## src/design/dnvr_consts.svh

```systemverilog
// constants of the nonvolatile restore and presence block
`ifndef DNVR_CONSTS_SVH
`define DNVR_CONSTS_SVH

// ************************************************
// address
// ************************************************
`define DNVR_ADDR_UPPER      4'h6
`define DNVR_FIXED_ADDR_HIGH 1'b0
`define DNVR_FIXED_ADDR_MID  1'b0

// ************************************************
// command field of the first data byte
// ************************************************
`define DNVR_CMD_MSB         7
`define DNVR_CMD_LSB         6
`define DNVR_CMD_DAC_ONLY    2'h1
`define DNVR_CMD_DAC_AND_NV  2'h3

// ************************************************
// field layout of stored and returned bytes
// ************************************************
`define DNVR_PD_MSB          5
`define DNVR_PD_LSB          4
`define DNVR_CODE_HI_MSB     3
`define DNVR_CODE_WIDTH      12
`define DNVR_PD_WIDTH        2

// ************************************************
// counts and reset values
// ************************************************
`define DNVR_BIT_LAST        3'h7
`define DNVR_NV_BYTES        2
`define DNVR_NV_RESET_HI     8'h08
`define DNVR_NV_RESET_LO     8'h00

`endif

```

## src/design/dnvr_pkg.sv

```systemverilog
// types of the nonvolatile restore and presence block
package dnvr_pkg;

    // ************************************************
    // dac register contents
    // ************************************************
    typedef struct packed {
        logic [1:0]  pd;
        logic [11:0] code;
    } dnvr_dac_word_t;

    // ************************************************
    // serial target states
    // ************************************************
    typedef enum logic [2:0] {
        ST_IDLE,
        ST_ADDR,
        ST_ADDR_ACK,
        ST_WR_BYTE,
        ST_WR_ACK,
        ST_RD_BYTE,
        ST_RD_ACK,
        ST_IGNORE
    } dnvr_state_t;

endpackage

```

## src/design/dnvr_sync.sv

```systemverilog
// two-flop synchroniser, one stage pair per bit
`timescale 1ns/10ps

module dnvr_sync #(
    parameter int W = 3
) (
    // clock and reset
    input  wire         CLOCK,
    input  wire         RESETN,
    // async in, synced out
    input  wire [W-1:0] d,
    output logic [W-1:0] q
);

    genvar i;
    generate
        for (i = 0; i < W; i++) begin : g_bit
            logic meta_q;
            // pins idle high, so the chain resets high
            always_ff @(posedge CLOCK or negedge RESETN) begin
                if (!RESETN) begin
                    meta_q <= 1'b1;
                    q[i]   <= 1'b1;
                end else begin
                    meta_q <= d[i];
                    q[i]   <= meta_q;
                end
            end
        end
    endgenerate

endmodule // dnvr_sync

```

## src/design/dnvr_top.sv

```systemverilog
// serial target with presence answer, nonvolatile store and power-up restore
// Contract
// scl and sda are only ever pulled low, released lines return high by pull-ups.
// a matching address byte is acknowledged by holding sda low in its ninth clock, for read or write.
// sda is released after the address acknowledge clock so the controller owns the line again; after a read address the code drives the first data bit instead.
// the controller may probe with an address byte alone and then stop or restart.
// the controller takes an acknowledge of a read or write address as proof of presence.
// the lowest address bit is compared against the address-select pin level.
// a write command with the store code puts the 12-bit code and 2 power-down bits into nonvolatile storage.
// a read command returns the nonvolatile contents to the controller.
// after reset the stored contents are copied to the dac register with no command needed.
// once addressed, each received byte is acknowledged by sda low in the ninth clock.
// when the controller withholds acknowledge after a read byte, sda is left high for the stop.
// on an address mismatch sda stays released and the bus is ignored until the next start.
`timescale 1ns/10ps
`include "dnvr_consts.svh"

module dnvr_top (
    // clock and reset
    input  wire                      CLOCK,
    input  wire                      RESETN,
    // serial clock pin
    input  wire                      SCL_I,
    output logic                     SCL_O,
    output logic                     SCL_OE,
    // serial data pin
    input  wire                      SDA_I,
    output logic                     SDA_O,
    output logic                     SDA_OE,
    // address strap
    input  wire                      ADDR_SELECT_PIN,
    // dac register
    output dnvr_pkg::dnvr_dac_word_t DAC_WORD,
    output logic                     NV_RESTORED
);

    // ************************************************
    // pin synchronisers and bus conditions
    // ************************************************
    logic [2:0] pins_s;
    logic       scl_s;
    logic       sda_s;
    logic       sel_s;
    logic       scl_prev_q;
    logic       sda_prev_q;
    logic       scl_rise;
    logic       scl_fall;
    logic       start_seen;
    logic       stop_seen;

    dnvr_sync #(.W(3)) u_sync (
        .CLOCK  (CLOCK),
        .RESETN (RESETN),
        .d      ({ADDR_SELECT_PIN, SDA_I, SCL_I}),
        .q      (pins_s)
    );

    assign scl_s = pins_s[0];
    assign sda_s = pins_s[1];
    assign sel_s = pins_s[2];

    always_ff @(posedge CLOCK or negedge RESETN) begin
        if (!RESETN) begin
            scl_prev_q <= 1'b1;
            sda_prev_q <= 1'b1;
        end else begin
            scl_prev_q <= scl_s;
            sda_prev_q <= sda_s;
        end
    end

    assign scl_rise   = scl_s & ~scl_prev_q;
    assign scl_fall   = ~scl_s & scl_prev_q;
    assign start_seen = scl_s & scl_prev_q & sda_prev_q & ~sda_s;
    assign stop_seen  = scl_s & scl_prev_q & ~sda_prev_q & sda_s;

    // ************************************************
    // serial state and shifters
    // ************************************************
    dnvr_pkg::dnvr_state_t state_q;
    logic [7:0]            rx_q;
    logic [7:0]            tx_q;
    logic [2:0]            cnt_q;
    logic                  rw_q;
    logic                  master_ack_q;
    logic                  bit_seen_q;
    logic                  sda_oe_q;
    logic                  idx_q;
    logic [7:0]            hold_q;
    logic                  wr_done;
    logic [7:0]            nv_q [0:`DNVR_NV_BYTES-1];
    logic [6:0]            own_addr;
    logic [7:0]            rx_next;

    // strap drives the lowest address bit
    assign own_addr = {`DNVR_ADDR_UPPER, `DNVR_FIXED_ADDR_HIGH, `DNVR_FIXED_ADDR_MID, sel_s};
    assign rx_next  = {rx_q[6:0], sda_s};
    // second data byte completes a write pair
    assign wr_done  = (state_q == dnvr_pkg::ST_WR_BYTE) && scl_fall && (cnt_q == `DNVR_BIT_LAST) && idx_q;

    always_ff @(posedge CLOCK or negedge RESETN) begin
        if (!RESETN) begin
            state_q      <= dnvr_pkg::ST_IDLE;
            rx_q         <= 8'h00;
            tx_q         <= 8'h00;
            cnt_q        <= 3'h0;
            rw_q         <= 1'b0;
            master_ack_q <= 1'b0;
            bit_seen_q   <= 1'b0;
            sda_oe_q     <= 1'b0;
            idx_q        <= 1'b0;
        end else if (start_seen) begin
            // start or repeated start wins over everything
            state_q  <= dnvr_pkg::ST_ADDR;
            cnt_q      <= 3'h0;
            sda_oe_q   <= 1'b0;
            idx_q      <= 1'b0;
            bit_seen_q <= 1'b0;
        end else if (stop_seen) begin
            state_q  <= dnvr_pkg::ST_IDLE;
            sda_oe_q <= 1'b0;
        end else begin
            case (state_q)
                dnvr_pkg::ST_ADDR: begin
                    if (scl_rise) begin
                        rx_q       <= rx_next;
                        bit_seen_q <= 1'b1;
                    end
                    // the clock fall that closes a start is no address bit
                    if (scl_fall && bit_seen_q) begin
                        if (cnt_q == `DNVR_BIT_LAST) begin
                            rw_q <= rx_q[0];
                            if (rx_q[7:1] == own_addr) begin
                                sda_oe_q <= 1'b1;
                                state_q  <= dnvr_pkg::ST_ADDR_ACK;
                            end else begin
                                state_q <= dnvr_pkg::ST_IGNORE;
                            end
                        end else begin
                            cnt_q <= cnt_q + 3'h1;
                        end
                    end
                end
                dnvr_pkg::ST_ADDR_ACK: begin
                    if (scl_fall) begin
                        cnt_q <= 3'h0;
                        if (rw_q) begin
                            // first data bit goes out on the same falling edge
                            tx_q     <= nv_q[idx_q];
                            sda_oe_q <= ~nv_q[idx_q][7];
                            state_q  <= dnvr_pkg::ST_RD_BYTE;
                        end else begin
                            sda_oe_q <= 1'b0;
                            state_q  <= dnvr_pkg::ST_WR_BYTE;
                        end
                    end
                end
                dnvr_pkg::ST_WR_BYTE: begin
                    if (scl_rise) begin
                        rx_q <= rx_next;
                    end
                    if (scl_fall) begin
                        if (cnt_q == `DNVR_BIT_LAST) begin
                            sda_oe_q <= 1'b1;
                            state_q  <= dnvr_pkg::ST_WR_ACK;
                            idx_q    <= ~idx_q;
                        end else begin
                            cnt_q <= cnt_q + 3'h1;
                        end
                    end
                end
                dnvr_pkg::ST_WR_ACK: begin
                    if (scl_fall) begin
                        sda_oe_q <= 1'b0;
                        cnt_q    <= 3'h0;
                        state_q  <= dnvr_pkg::ST_WR_BYTE;
                    end
                end
                dnvr_pkg::ST_RD_BYTE: begin
                    if (scl_fall) begin
                        if (cnt_q == `DNVR_BIT_LAST) begin
                            sda_oe_q <= 1'b0;
                            idx_q    <= ~idx_q;
                            state_q  <= dnvr_pkg::ST_RD_ACK;
                        end else begin
                            tx_q     <= {tx_q[6:0], 1'b0};
                            sda_oe_q <= ~tx_q[6];
                            cnt_q    <= cnt_q + 3'h1;
                        end
                    end
                end
                dnvr_pkg::ST_RD_ACK: begin
                    if (scl_rise) begin
                        master_ack_q <= ~sda_s;
                    end
                    if (scl_fall) begin
                        cnt_q <= 3'h0;
                        if (master_ack_q) begin
                            tx_q     <= nv_q[idx_q];
                            sda_oe_q <= ~nv_q[idx_q][7];
                            state_q  <= dnvr_pkg::ST_RD_BYTE;
                        end else begin
                            sda_oe_q <= 1'b0;
                            state_q  <= dnvr_pkg::ST_IGNORE;
                        end
                    end
                end
                default: begin
                    // idle and ignore wait for a start with sda released
                    sda_oe_q <= 1'b0;
                end
            endcase
        end
    end

    // ************************************************
    // first write byte held until its pair completes
    // ************************************************
    always_ff @(posedge CLOCK or negedge RESETN) begin
        if (!RESETN) begin
            hold_q <= 8'h00;
        end else if ((state_q == dnvr_pkg::ST_WR_BYTE) && scl_fall && (cnt_q == `DNVR_BIT_LAST) && !idx_q) begin
            hold_q <= rx_q;
        end
    end

    // ************************************************
    // nonvolatile storage, one byte per index
    // ************************************************
    // storage resets only with RESETN; in silicon it would keep its cells
    genvar gi;
    generate
        for (gi = 0; gi < `DNVR_NV_BYTES; gi++) begin : g_nv
            always_ff @(posedge CLOCK or negedge RESETN) begin
                if (!RESETN) begin
                    nv_q[gi] <= (gi == 0) ? `DNVR_NV_RESET_HI : `DNVR_NV_RESET_LO;
                end else if (wr_done && (hold_q[`DNVR_CMD_MSB:`DNVR_CMD_LSB] == `DNVR_CMD_DAC_AND_NV)) begin
                    // command bits are not stored, they read back as zero
                    nv_q[gi] <= (gi == 0) ? {2'b00, hold_q[`DNVR_PD_MSB:0]} : rx_q;
                end
            end
        end
    endgenerate

    // ************************************************
    // dac register and power-up restore
    // ************************************************
    dnvr_pkg::dnvr_dac_word_t dac_q;
    logic                     restored_q;
    logic                     cmd_valid;

    assign cmd_valid = (hold_q[`DNVR_CMD_MSB:`DNVR_CMD_LSB] == `DNVR_CMD_DAC_ONLY) ||
                       (hold_q[`DNVR_CMD_MSB:`DNVR_CMD_LSB] == `DNVR_CMD_DAC_AND_NV);

    always_ff @(posedge CLOCK or negedge RESETN) begin
        if (!RESETN) begin
            dac_q      <= '0;
            restored_q <= 1'b0;
        end else if (!restored_q) begin
            // first edge after release copies storage into the dac
            dac_q.pd   <= nv_q[0][`DNVR_PD_MSB:`DNVR_PD_LSB];
            dac_q.code <= {nv_q[0][`DNVR_CODE_HI_MSB:0], nv_q[1]};
            restored_q <= 1'b1;
        end else if (wr_done && cmd_valid) begin
            dac_q.pd   <= hold_q[`DNVR_PD_MSB:`DNVR_PD_LSB];
            dac_q.code <= {hold_q[`DNVR_CODE_HI_MSB:0], rx_q};
        end
    end

    // ************************************************
    // outputs
    // ************************************************
    logic scl_o_q;
    logic sda_o_q;

    // open-drain: the data value is always low, only the enable moves
    always_ff @(posedge CLOCK or negedge RESETN) begin
        if (!RESETN) begin
            scl_o_q <= 1'b0;
            sda_o_q <= 1'b0;
        end else begin
            scl_o_q <= 1'b0;
            sda_o_q <= 1'b0;
        end
    end

    // no clock stretching, so scl enable is a held-low flop
    logic scl_oe_q;
    always_ff @(posedge CLOCK or negedge RESETN) begin
        if (!RESETN) begin
            scl_oe_q <= 1'b0;
        end else begin
            scl_oe_q <= 1'b0;
        end
    end

    assign SCL_O       = scl_o_q;
    assign SCL_OE      = scl_oe_q;
    assign SDA_O       = sda_o_q;
    assign SDA_OE      = sda_oe_q;
    assign DAC_WORD    = dac_q;
    assign NV_RESTORED = restored_q;

endmodule // dnvr_top

```

## config.mk

```make
export PLATFORM = sky130hd
export DESIGN_NAME = dnvr_top
export DESIGN_NICKNAME = d
export VERILOG_FILES = /design/src/design/dnvr_pkg.sv /design/src/design/dnvr_sync.sv /design/src/design/dnvr_top.sv
export VERILOG_INCLUDE_DIRS = /design/src /design/src/design
export SDC_FILE = /design/constraint.sdc
export NUM_CORES = 1
export LEC_CHECK = 0
export BUFFER_PORTS_ARGS = -buffer_cell sky130_fd_sc_hd__buf_2
export CAP_MARGIN = 25
export CELL_PAD_IN_SITES_DETAIL_PLACEMENT = 0
export CELL_PAD_IN_SITES_GLOBAL_PLACEMENT = 1
export CORE_MARGIN = 8
export CORE_UTILIZATION = 35
export CTS_BUF_LIST = sky130_fd_sc_hd__clkbuf_8
export DETAILED_ROUTE_END_ITERATION = 7
export PLACE_DENSITY_LB_ADDON = 0.1
export SLEW_MARGIN = 25
export SYNTH_ARGS = -nofsm -noshare
export SYNTH_HDL_FRONTEND = slang
export SYNTH_HIERARCHICAL = 1
export SYNTH_SLANG_ARGS = --single-unit
export TNS_END_PERCENT = 10
```

## constraint.sdc

```tcl
create_clock -name CLOCK -period 2.6 [get_ports CLOCK]
set_input_delay 0.26 -clock CLOCK [delete_from_list [all_inputs] [get_ports CLOCK]]
set_output_delay 0.26 -clock CLOCK [all_outputs]
set_load 0.01 [all_outputs]
```

* Word-level counts from Yosys, hierarchy flattened
Cells that the tools add are included.
Storage, ports and cells: flip-flop bits (word level) 71, bits of input ports 5, logic and storage cells 160
Operators by class: add/subtract/negate cells 1, magnitude comparators 1, equal/unequal tests 31, muxes and demuxes 58, bitwise logic cells 17, reduce and logical (&&, ||, !) cells 29
Operators by type and width (count):
- $mux 3 | 19
- $mux 7 | 6
- $ne 4x4->1 const B | 9
- $mux 14 | 2
- $mux 8 | 3
- $mux 1 | 23
- $pmux 7 s3 | 1
- $pmux 3 s6 | 1
- $reduce_and 9->1 | 2
- $ne 2x2->1 const B | 7
- $eq 3x3->1 const B | 4
- $reduce_and 4->1 | 3
- $reduce_and 10->1 | 1
- $reduce_and 5->1 | 2
- $reduce_bool 2->1 | 5
- $not 1->1 | 9
- $pmux 3 s3 | 1
- $reduce_bool 8->1 | 1
- $and 1x1->1 | 7
- $eq 7x6->1 | 1
- $logic_and 1x1->1 | 7
- $eq 3x2->1 const B | 2
- $ne 3x1->1 const B | 2
- $pmux 1 s6 | 1
- 17 further kinds | 18

* Depth between registers and ports, before layout
Gate-level depths: netlist of the first run.
depth in word-level cells 10, depth in mapped cells 7

* Cells and area by module
Netlist of the first run, hierarchy kept.
By module, submodules not included:
- dnvr_top | times used 1, cells an instance 250, area each 3188.1 um^2
- dnvr_sync | times used 1, cells an instance 6, area each 157.7 um^2

* Least setup slack after synthesis of the first run
Ideal clock, no wire load.
kind reg-to-reg, start point register cnt_q[0], end point register nv_q[0] (netlist bit), arrival 1845 ps, data required time 2475 ps, slack 631 ps, stages on the path, launching flop included 8, buffers on the path 1, clock period less this slack 1969 ps, path through dfrtp_1 -> ha_1 -> ha_1 -> and3b_1 -> nand3_4 -> nor3_4 -> buf_6 -> mux2_2
On the way: longest elaborated chain between the ends 4
RTL lines:
- from (decl) | RTL line dnvr_top.sv:83 | logic [2:0] cnt_q;
- from (signal assigned) | RTL line dnvr_top.sv:140 | cnt_q <= cnt_q + 3'h1;
- from (signal assigned) | RTL line dnvr_top.sv:168 | cnt_q <= cnt_q + 3'h1;
- from (signal assigned) | RTL line dnvr_top.sv:188 | cnt_q <= cnt_q + 3'h1;
- $eq 3x3->1 (no line)
- $logic_and 1x1->1 (2 in series) | RTL line dnvr_top.sv:99 | assign wr_done = (state_q == dnvr_pkg::ST_WR_BYTE) && scl_fall && (cnt_q == `DNVR_BIT_LAST) && idx_q;
- $logic_and 1x1->1 | RTL line dnvr_top.sv:237 | end else if (wr_done && (hold_q[`DNVR_CMD_MSB:`DNVR_CMD_LSB] == `DNVR_CMD_DAC_AND_NV)) begin
- to (signal, indexed assignment) | RTL line dnvr_top.sv:236 | nv_q[gi] <= (gi == 0) ? `DNVR_NV_RESET_HI : `DNVR_NV_RESET_LO;
- to (signal, indexed assignment) | RTL line dnvr_top.sv:239 | nv_q[gi] <= (gi == 0) ? {2'b00, hold_q[`DNVR_PD_MSB:0]} : rx_q;
- to (decl) | RTL line dnvr_top.sv:91 | logic [7:0] nv_q [0:`DNVR_NV_BYTES-1];
Every way passes these cells. A chain may end at the register's enable or synchronous reset.

* Worst setup path in the final report of the first run
start point register cnt_q[0], end point register dac_q, in the netlist DAC_WORD[10]
On the way: longest elaborated chain between the ends 5
RTL lines:
- $eq 3x3->1 (no line)
- $logic_and 1x1->1 (2 in series) | RTL line dnvr_top.sv:99
- $logic_and 1x1->1 | RTL line dnvr_top.sv:264 | end else if (wr_done && cmd_valid) begin
- $ne 2x1->1 (no line)
- to (decl) | RTL line dnvr_top.sv:248 | dnvr_pkg::dnvr_dac_word_t dac_q;
Every way passes these cells.

==> metrics.txt, run 1 <==
status=finished, final reports clean; fraction of layout cells with a size suffix above 1=43.49%; setup slack, reg-to-reg=0.49 ns; Critical Path Fanout Max=14; core area=0.009240 mm²; hold crit path type=flip-flop to flip-flop; area delta synth->final=14.25%; Adder-Cell Fraction of Synth Area=0.7479%; combinational power share=26.6%; Final Cycle Share=81.13%; RSZ-0062 raised after global routing=false; post-synthesis compound-gate area fraction=8.078%; Sink Count=71; Synth Register Bits=71; main combinational cell family by area after synthesis=multiplexers; Max-Slew Margin vs Limit=50.13%; Max IR drop VDD=0.3160 mV; area of the die=0.01294 mm²; Synth Instances=256; Clock Skew=0.009070 ns; drt drc=0; initial core utilization=36.21%; Initial DRC Count=76; WP data required=2.83 ns; post-route setup TNS=0 ns; CP startpoint kind=flip-flop; Slew Viols, Final=0; CTS resizes=0; DR WL/cell=16.29 µm; register area share after synthesis=53.44%; first-pass GRT wire length=11740 µm; H-Tree Depth=3; CTS buffer count=9; Root Buffer=clkbuf_8; Die H=113.8 µm; Port Buffers=20; post-route minimum period=2.109 ns; largest net degree at the start of global routing=28; CTS tree=built; Fin. Hold Viols=0; Fmax=474.1 MHz; Antenna Nets Post-Route=0; Core Util, Final=41.37%; Crit path arrival time=2.34 ns; final net count=294; fin area=0.003822 mm²; initial antenna violation count=0; Worst path slowest cell=dfrtp_1; fillers=901; Synth cell types=52; Worst R2R End=DAC_WORD[10]; end of the worst hold path=u_sync/q[1]; most frequent cells in the layout=mux2_2 (66), dfrtp_1 (62), buf_2 (20); TritonRoute pass-1 iters=4; GPL Wtd Cong=0.7821; hold path startpoint=u_sync/g_bit[1].meta_q; Power Total=3190 µW; GR Overflow Total=0; PD cells=834.5 mW/mm²; # rows=35; vias per cell=4.796; worst-margin pin slew=0.7481 ns; CTS clk-pin slew, worst paths=0.08 ns; hold path cells=0; HPWL Detailed=4755 µm; most frequent CP cell=ha_1; Switch Pwr=1060 µW; mux contribution to synthesized area=24.91%; number of synthesized flops with an enable pin=0; final setup vio count=0; Vias=2019; R2R Path Start=cnt_q[0]; cells along the critical path=ha_1, ha_1, and3b_1, nand3_4, o21ai_4, buf_4, mux2_2; sequential share of power=46.2%; Clock power frac=27.1%; clock buffer depth=2; critical path endpoint category=flip-flop; total track usage=11.60%; mapped cell area=0.003346 mm²; xor/xnor cell area share of the yosys netlist=1.047%; ys flop type=dfrtp_1; synth warn=6; final wirelength=6858 µm; Post-DP Area=0.003591 mm²; switching share of power=33.24%; max-cap violation count=0; Synth Area per Inst=13.07 µm²; Clock Latency Late Sink=0.34 ns; static leakage=0.001811 µW; internal power=2130 µW; commonest non-fill, non-tap cell in the layout=mux2_2; Ant. Diodes=0; CP Class=flip-flop to flip-flop; Die X=113.8 µm; async set-or-reset flop fraction in the synthesized netlist=100.0%; Worst path max stage delay=0.37 ns; io pins=24; reg2reg path depth=7; Simple-Gate Fraction of Synth Area=8.153%; Post-CTS Setup Bufs=0; vias in the first global route=2103
-- cells by family after synthesis --
logic type | count (synthesis)
muxes | 75
DFF | 71
and+or+nand+nor | 45
AOI/OAI and AO/OA | 35
buffers and inverters | 22
xor gates and xnor gates | 4
adders and majority gates | 2
other | 2
-- power groups by stage --
stage	clock network (µW)	logic, µW	registers [µW]
2_1_floorplan	0	648	1430
3_3_place_gp	0	848	1490
3_5_place_dp	0	850	1500
4_1_cts	900	860	1480
5_1_grt	948	945	1510
6_report	866	850	1470
-- worst max-delay path by stage --
stage                         endpoint  cells after the start       start  slack, ns
final                     DAC_WORD[10]                      7    cnt_q[0]       0.49
after global routing           nv_q[8]                      7    cnt_q[0]       0.29
after CTS                  DAC_WORD[7]                      7    cnt_q[0]       0.44
after detailed placement   DAC_WORD[7]                      7    cnt_q[0]       0.46
after global placement        cnt_q[0]                      4  scl_prev_q       0.48
after floorplan                nv_q[0]                      7    cnt_q[0]       0.63
-- synth_stat cells, types with 3 or more instances --
library cell / number / area [µm²]
o21ai_0: 9 / 45.04
a21oi_1: 7 / 35.03
nor2_1: 8 / 30.03
clkbuf_1: 7 / 26.28
mux2i_1: 9 / 90.09
mux2_2: 66 / 743.2
o31ai_1: 3 / 22.52
nand2_1: 11 / 41.29
dfstp_2: 9 / 236.5
inv_1: 8 / 30.03
buf_4: 4 / 30.03
dfrtp_1: 62 / 1551
-- layout make-up --
type	count	area [µm²]	share of cell area (%)
Timing Repair Buffer	32	200.2	5.237
Clock inverter	7	67.56	1.768
Inverter	8	30.03	0.7856
Multi-Input combinational cell	165	1451	37.97
Tap cell	129	161.4	4.223
Sequential cell	71	1788	46.78
Clock buffer	9	123.9	3.241
-- per-layer routing --
layer  part of all wire (%)  GRT usage (%)
met1                     54          16.96
met4                    1.7          5.058
met3                    2.6          2.430
met5                      0              0
met2                     42          15.94
-- flip-flops by register name, indices dropped and copies added, names as in the netlist --
register and cells:
DAC_WORD 14, nv_q 14, hold_q 8, rx_q 8, tx_q 7, cnt_q 3
state_q 3, u_sync/g_bit.meta_q 3, u_sync/q 3, NV_RESTORED 1, SDA_OE 1, bit_seen_q 1
idx_q 1, master_ack_q 1, rw_q 1, scl_prev_q 1, sda_prev_q 1
-- stage by stage --
step | setup WS, ns | hold WS [ns] | std cells
final | 0.4906 | 0.3580 | 421
after global routing | 0.2871 | 0.3619 | 421
after CTS | 0.4413 | 0.3609 | 421
after global placement | 0.4829 | 0.3119 | 401
after detailed placement | 0.4616 | 0.3122 | 401
after floorplan | 0.6306 | -0.03559 | 258
-- critical path, delay by kind of cell (launching register included) --
kind	cells	cell delay, ns
buffers and inverters	1	0.27
AND/OR/NAND/NOR	2	0.44
adder cells (fa/ha/maj)	2	0.41
multiplexers	1	0.36
AO/OA/AOI/OAI	1	0.15
flip-flops	1	0.37
-- timing repair --
| item | in CTS | in global routing |
|---|---|---|
| endpoints found under the setup margin | 0 | 0 |
| endpoints found under the hold margin | 20 | 0 |
| hold buffers | 4 | 0 |
No activity file was read; power rests on OpenSTA's default activity.
==> inputs of run 2 (changes only) <==
- clock period: 2.6 -> 1.7 ns (I/O delays scaled with it)
==> metrics.txt, run 2 (same netlist as run 1, synthesis figures left out) <==
status=finished, violations left; violated checks=setup timing; Ant. Diodes=0; drt drc=0; Sink Count=71; # rows=35; Crit path arrival time=2.11 ns; Non-Filler Instances=457; critical path endpoint category=flip-flop; total track usage=12.22%; CTS tree=built; Critical Path Fanout Max=7; TritonRoute pass-1 iters=4; CP Class=flip-flop to flip-flop; area delta synth->final=29.36%; GR Overflow Total=0; max-cap violation count=0; area used by multi-input combinational logic=0.001609 mm²; CP startpoint kind=flip-flop; core area=0.009240 mm²; static leakage=0.002071 µW; register area=0.001789 mm²; H-Tree Depth=3; PD cells=1293 mW/mm²; largest net degree at the start of global routing=72; Antenna Nets Post-Route=0; fillers=847; DR WL/cell=15.77 µm; GPL Wtd Cong=0.7583; CTS buffer count=9; Initial DRC Count=68; Core Util, Final=46.84%; Max IR drop VDD=0.5624 mV; Clock Latency Late Sink=0.35 ns; Root Buffer=clkbuf_8; cell total after placement=433; first-pass GRT wire length=12370 µm; area of the die=0.01294 mm²; io pins=24; initial core utilization=36.21%; vias in the first global route=2377; commonest non-fill, non-tap cell in the layout=dfrtp_1; WP data required=1.94 ns; Fmax=533.7 MHz; Final Cycle Share=110.2%; Fin. Hold Viols=0; initial antenna violation count=0; final net count=330; RSZ-0062 raised after global routing=true; post-layout worst setup margin=-0.1738 ns; vias per cell=4.656; WHS=0.3583 ns; Slew Viols, Final=0; CTS clk-pin slew, worst paths=0.08 ns; post-route setup TNS=-4.371 ns; clock buffer depth=2; final setup vio count=40; setup slack, reg-to-reg=-0.17 ns; Power Total=5595 µW; final wirelength=7206 µm; Clock Skew=0.009172 ns; Die H=113.8 µm; hold crit path type=input pin to async pin; HPWL Detailed=4908 µm; post-route minimum period=1.874 ns; Port Buffers=20; fraction of layout cells with a size suffix above 1=52.74%; most frequent cells in the layout=dfrtp_1 (61), buf_4 (38), mux2_2 (35); Die X=113.8 µm; Vias=2128
[run 2: cell types whose count changed in the layout (fill, tap and decap cells not counted), sizes merged]
| cell | change |
|---|---|
| buf | +36 |
| bufinv | +1 |
| clkbuf | +1 |
| clkinv | -2 |
[run 2: layout make-up]
class,count,share of cell area [%]
clock buffer,10,3.180
multi-input combinational,165,37.18
sequential,71,41.34
tap,129,3.729
inverter,8,0.6938
timing repair buffer,68,11.80
clock inverter,6,2.082
[run 2: layer usage]
layer | up-vias | track usage (%) | wire length, µm
met4 | 0 | 4.525 | 91
li1 | 1050 | - | -
met1 | 1044 | 16.89 | 3878
met2 | 25 | 17.83 | 3029
met3 | 9 | 3.222 | 207
met5 | - | 0 | 0
[run 2: final timing paths]
kind                                        startpoint          end  cells past startpoint
worst min-delay path                            RESETN     cnt_q[2]                      3
max in group asynchronous                       RESETN   state_q[2]                      3
worst min register to register  u_sync/g_bit[2].meta_q  u_sync/q[2]                      0
worst max-delay path                          cnt_q[0]      nv_q[3]                      7
min in group CLOCK              u_sync/g_bit[2].meta_q  u_sync/q[2]                      0
worst max register to register                cnt_q[0]      nv_q[3]                      7
[run 2: per-stage QoR]
step                      area, µm²  setup slack [ns]
final                          4328           -0.1738
after global routing           4328           -0.2420
after CTS                      4242           -0.1789
after detailed placement       3872           -0.2099
after global placement         3872           -0.1624
after floorplan                3369           -0.2121
[run 2: power by group]
part,internal (µW),leakage [µW],switching [µW],total [µW]
registers,1960,0.000930,218,2180
clock network,875,0.000113,696,1570
logic,985,0.00103,860,1840
[run 2: timing repair]
item	4_1_cts	5_1_grt
resized for setup	23	19
setup buffers	2	2
hold buffers	4	0
endpoints found under the hold margin	65	0
endpoints found under the setup margin	47	47
pin swaps	6	5
[run 2: worst max-delay path: stages, from the launching register on]
cell     delay [ns]
dfrtp_1        0.36
ha_2           0.19
ha_4           0.14
and3b_2        0.23
nand3_4        0.11
nor3_4         0.24
buf_6          0.19
mux2_4         0.31
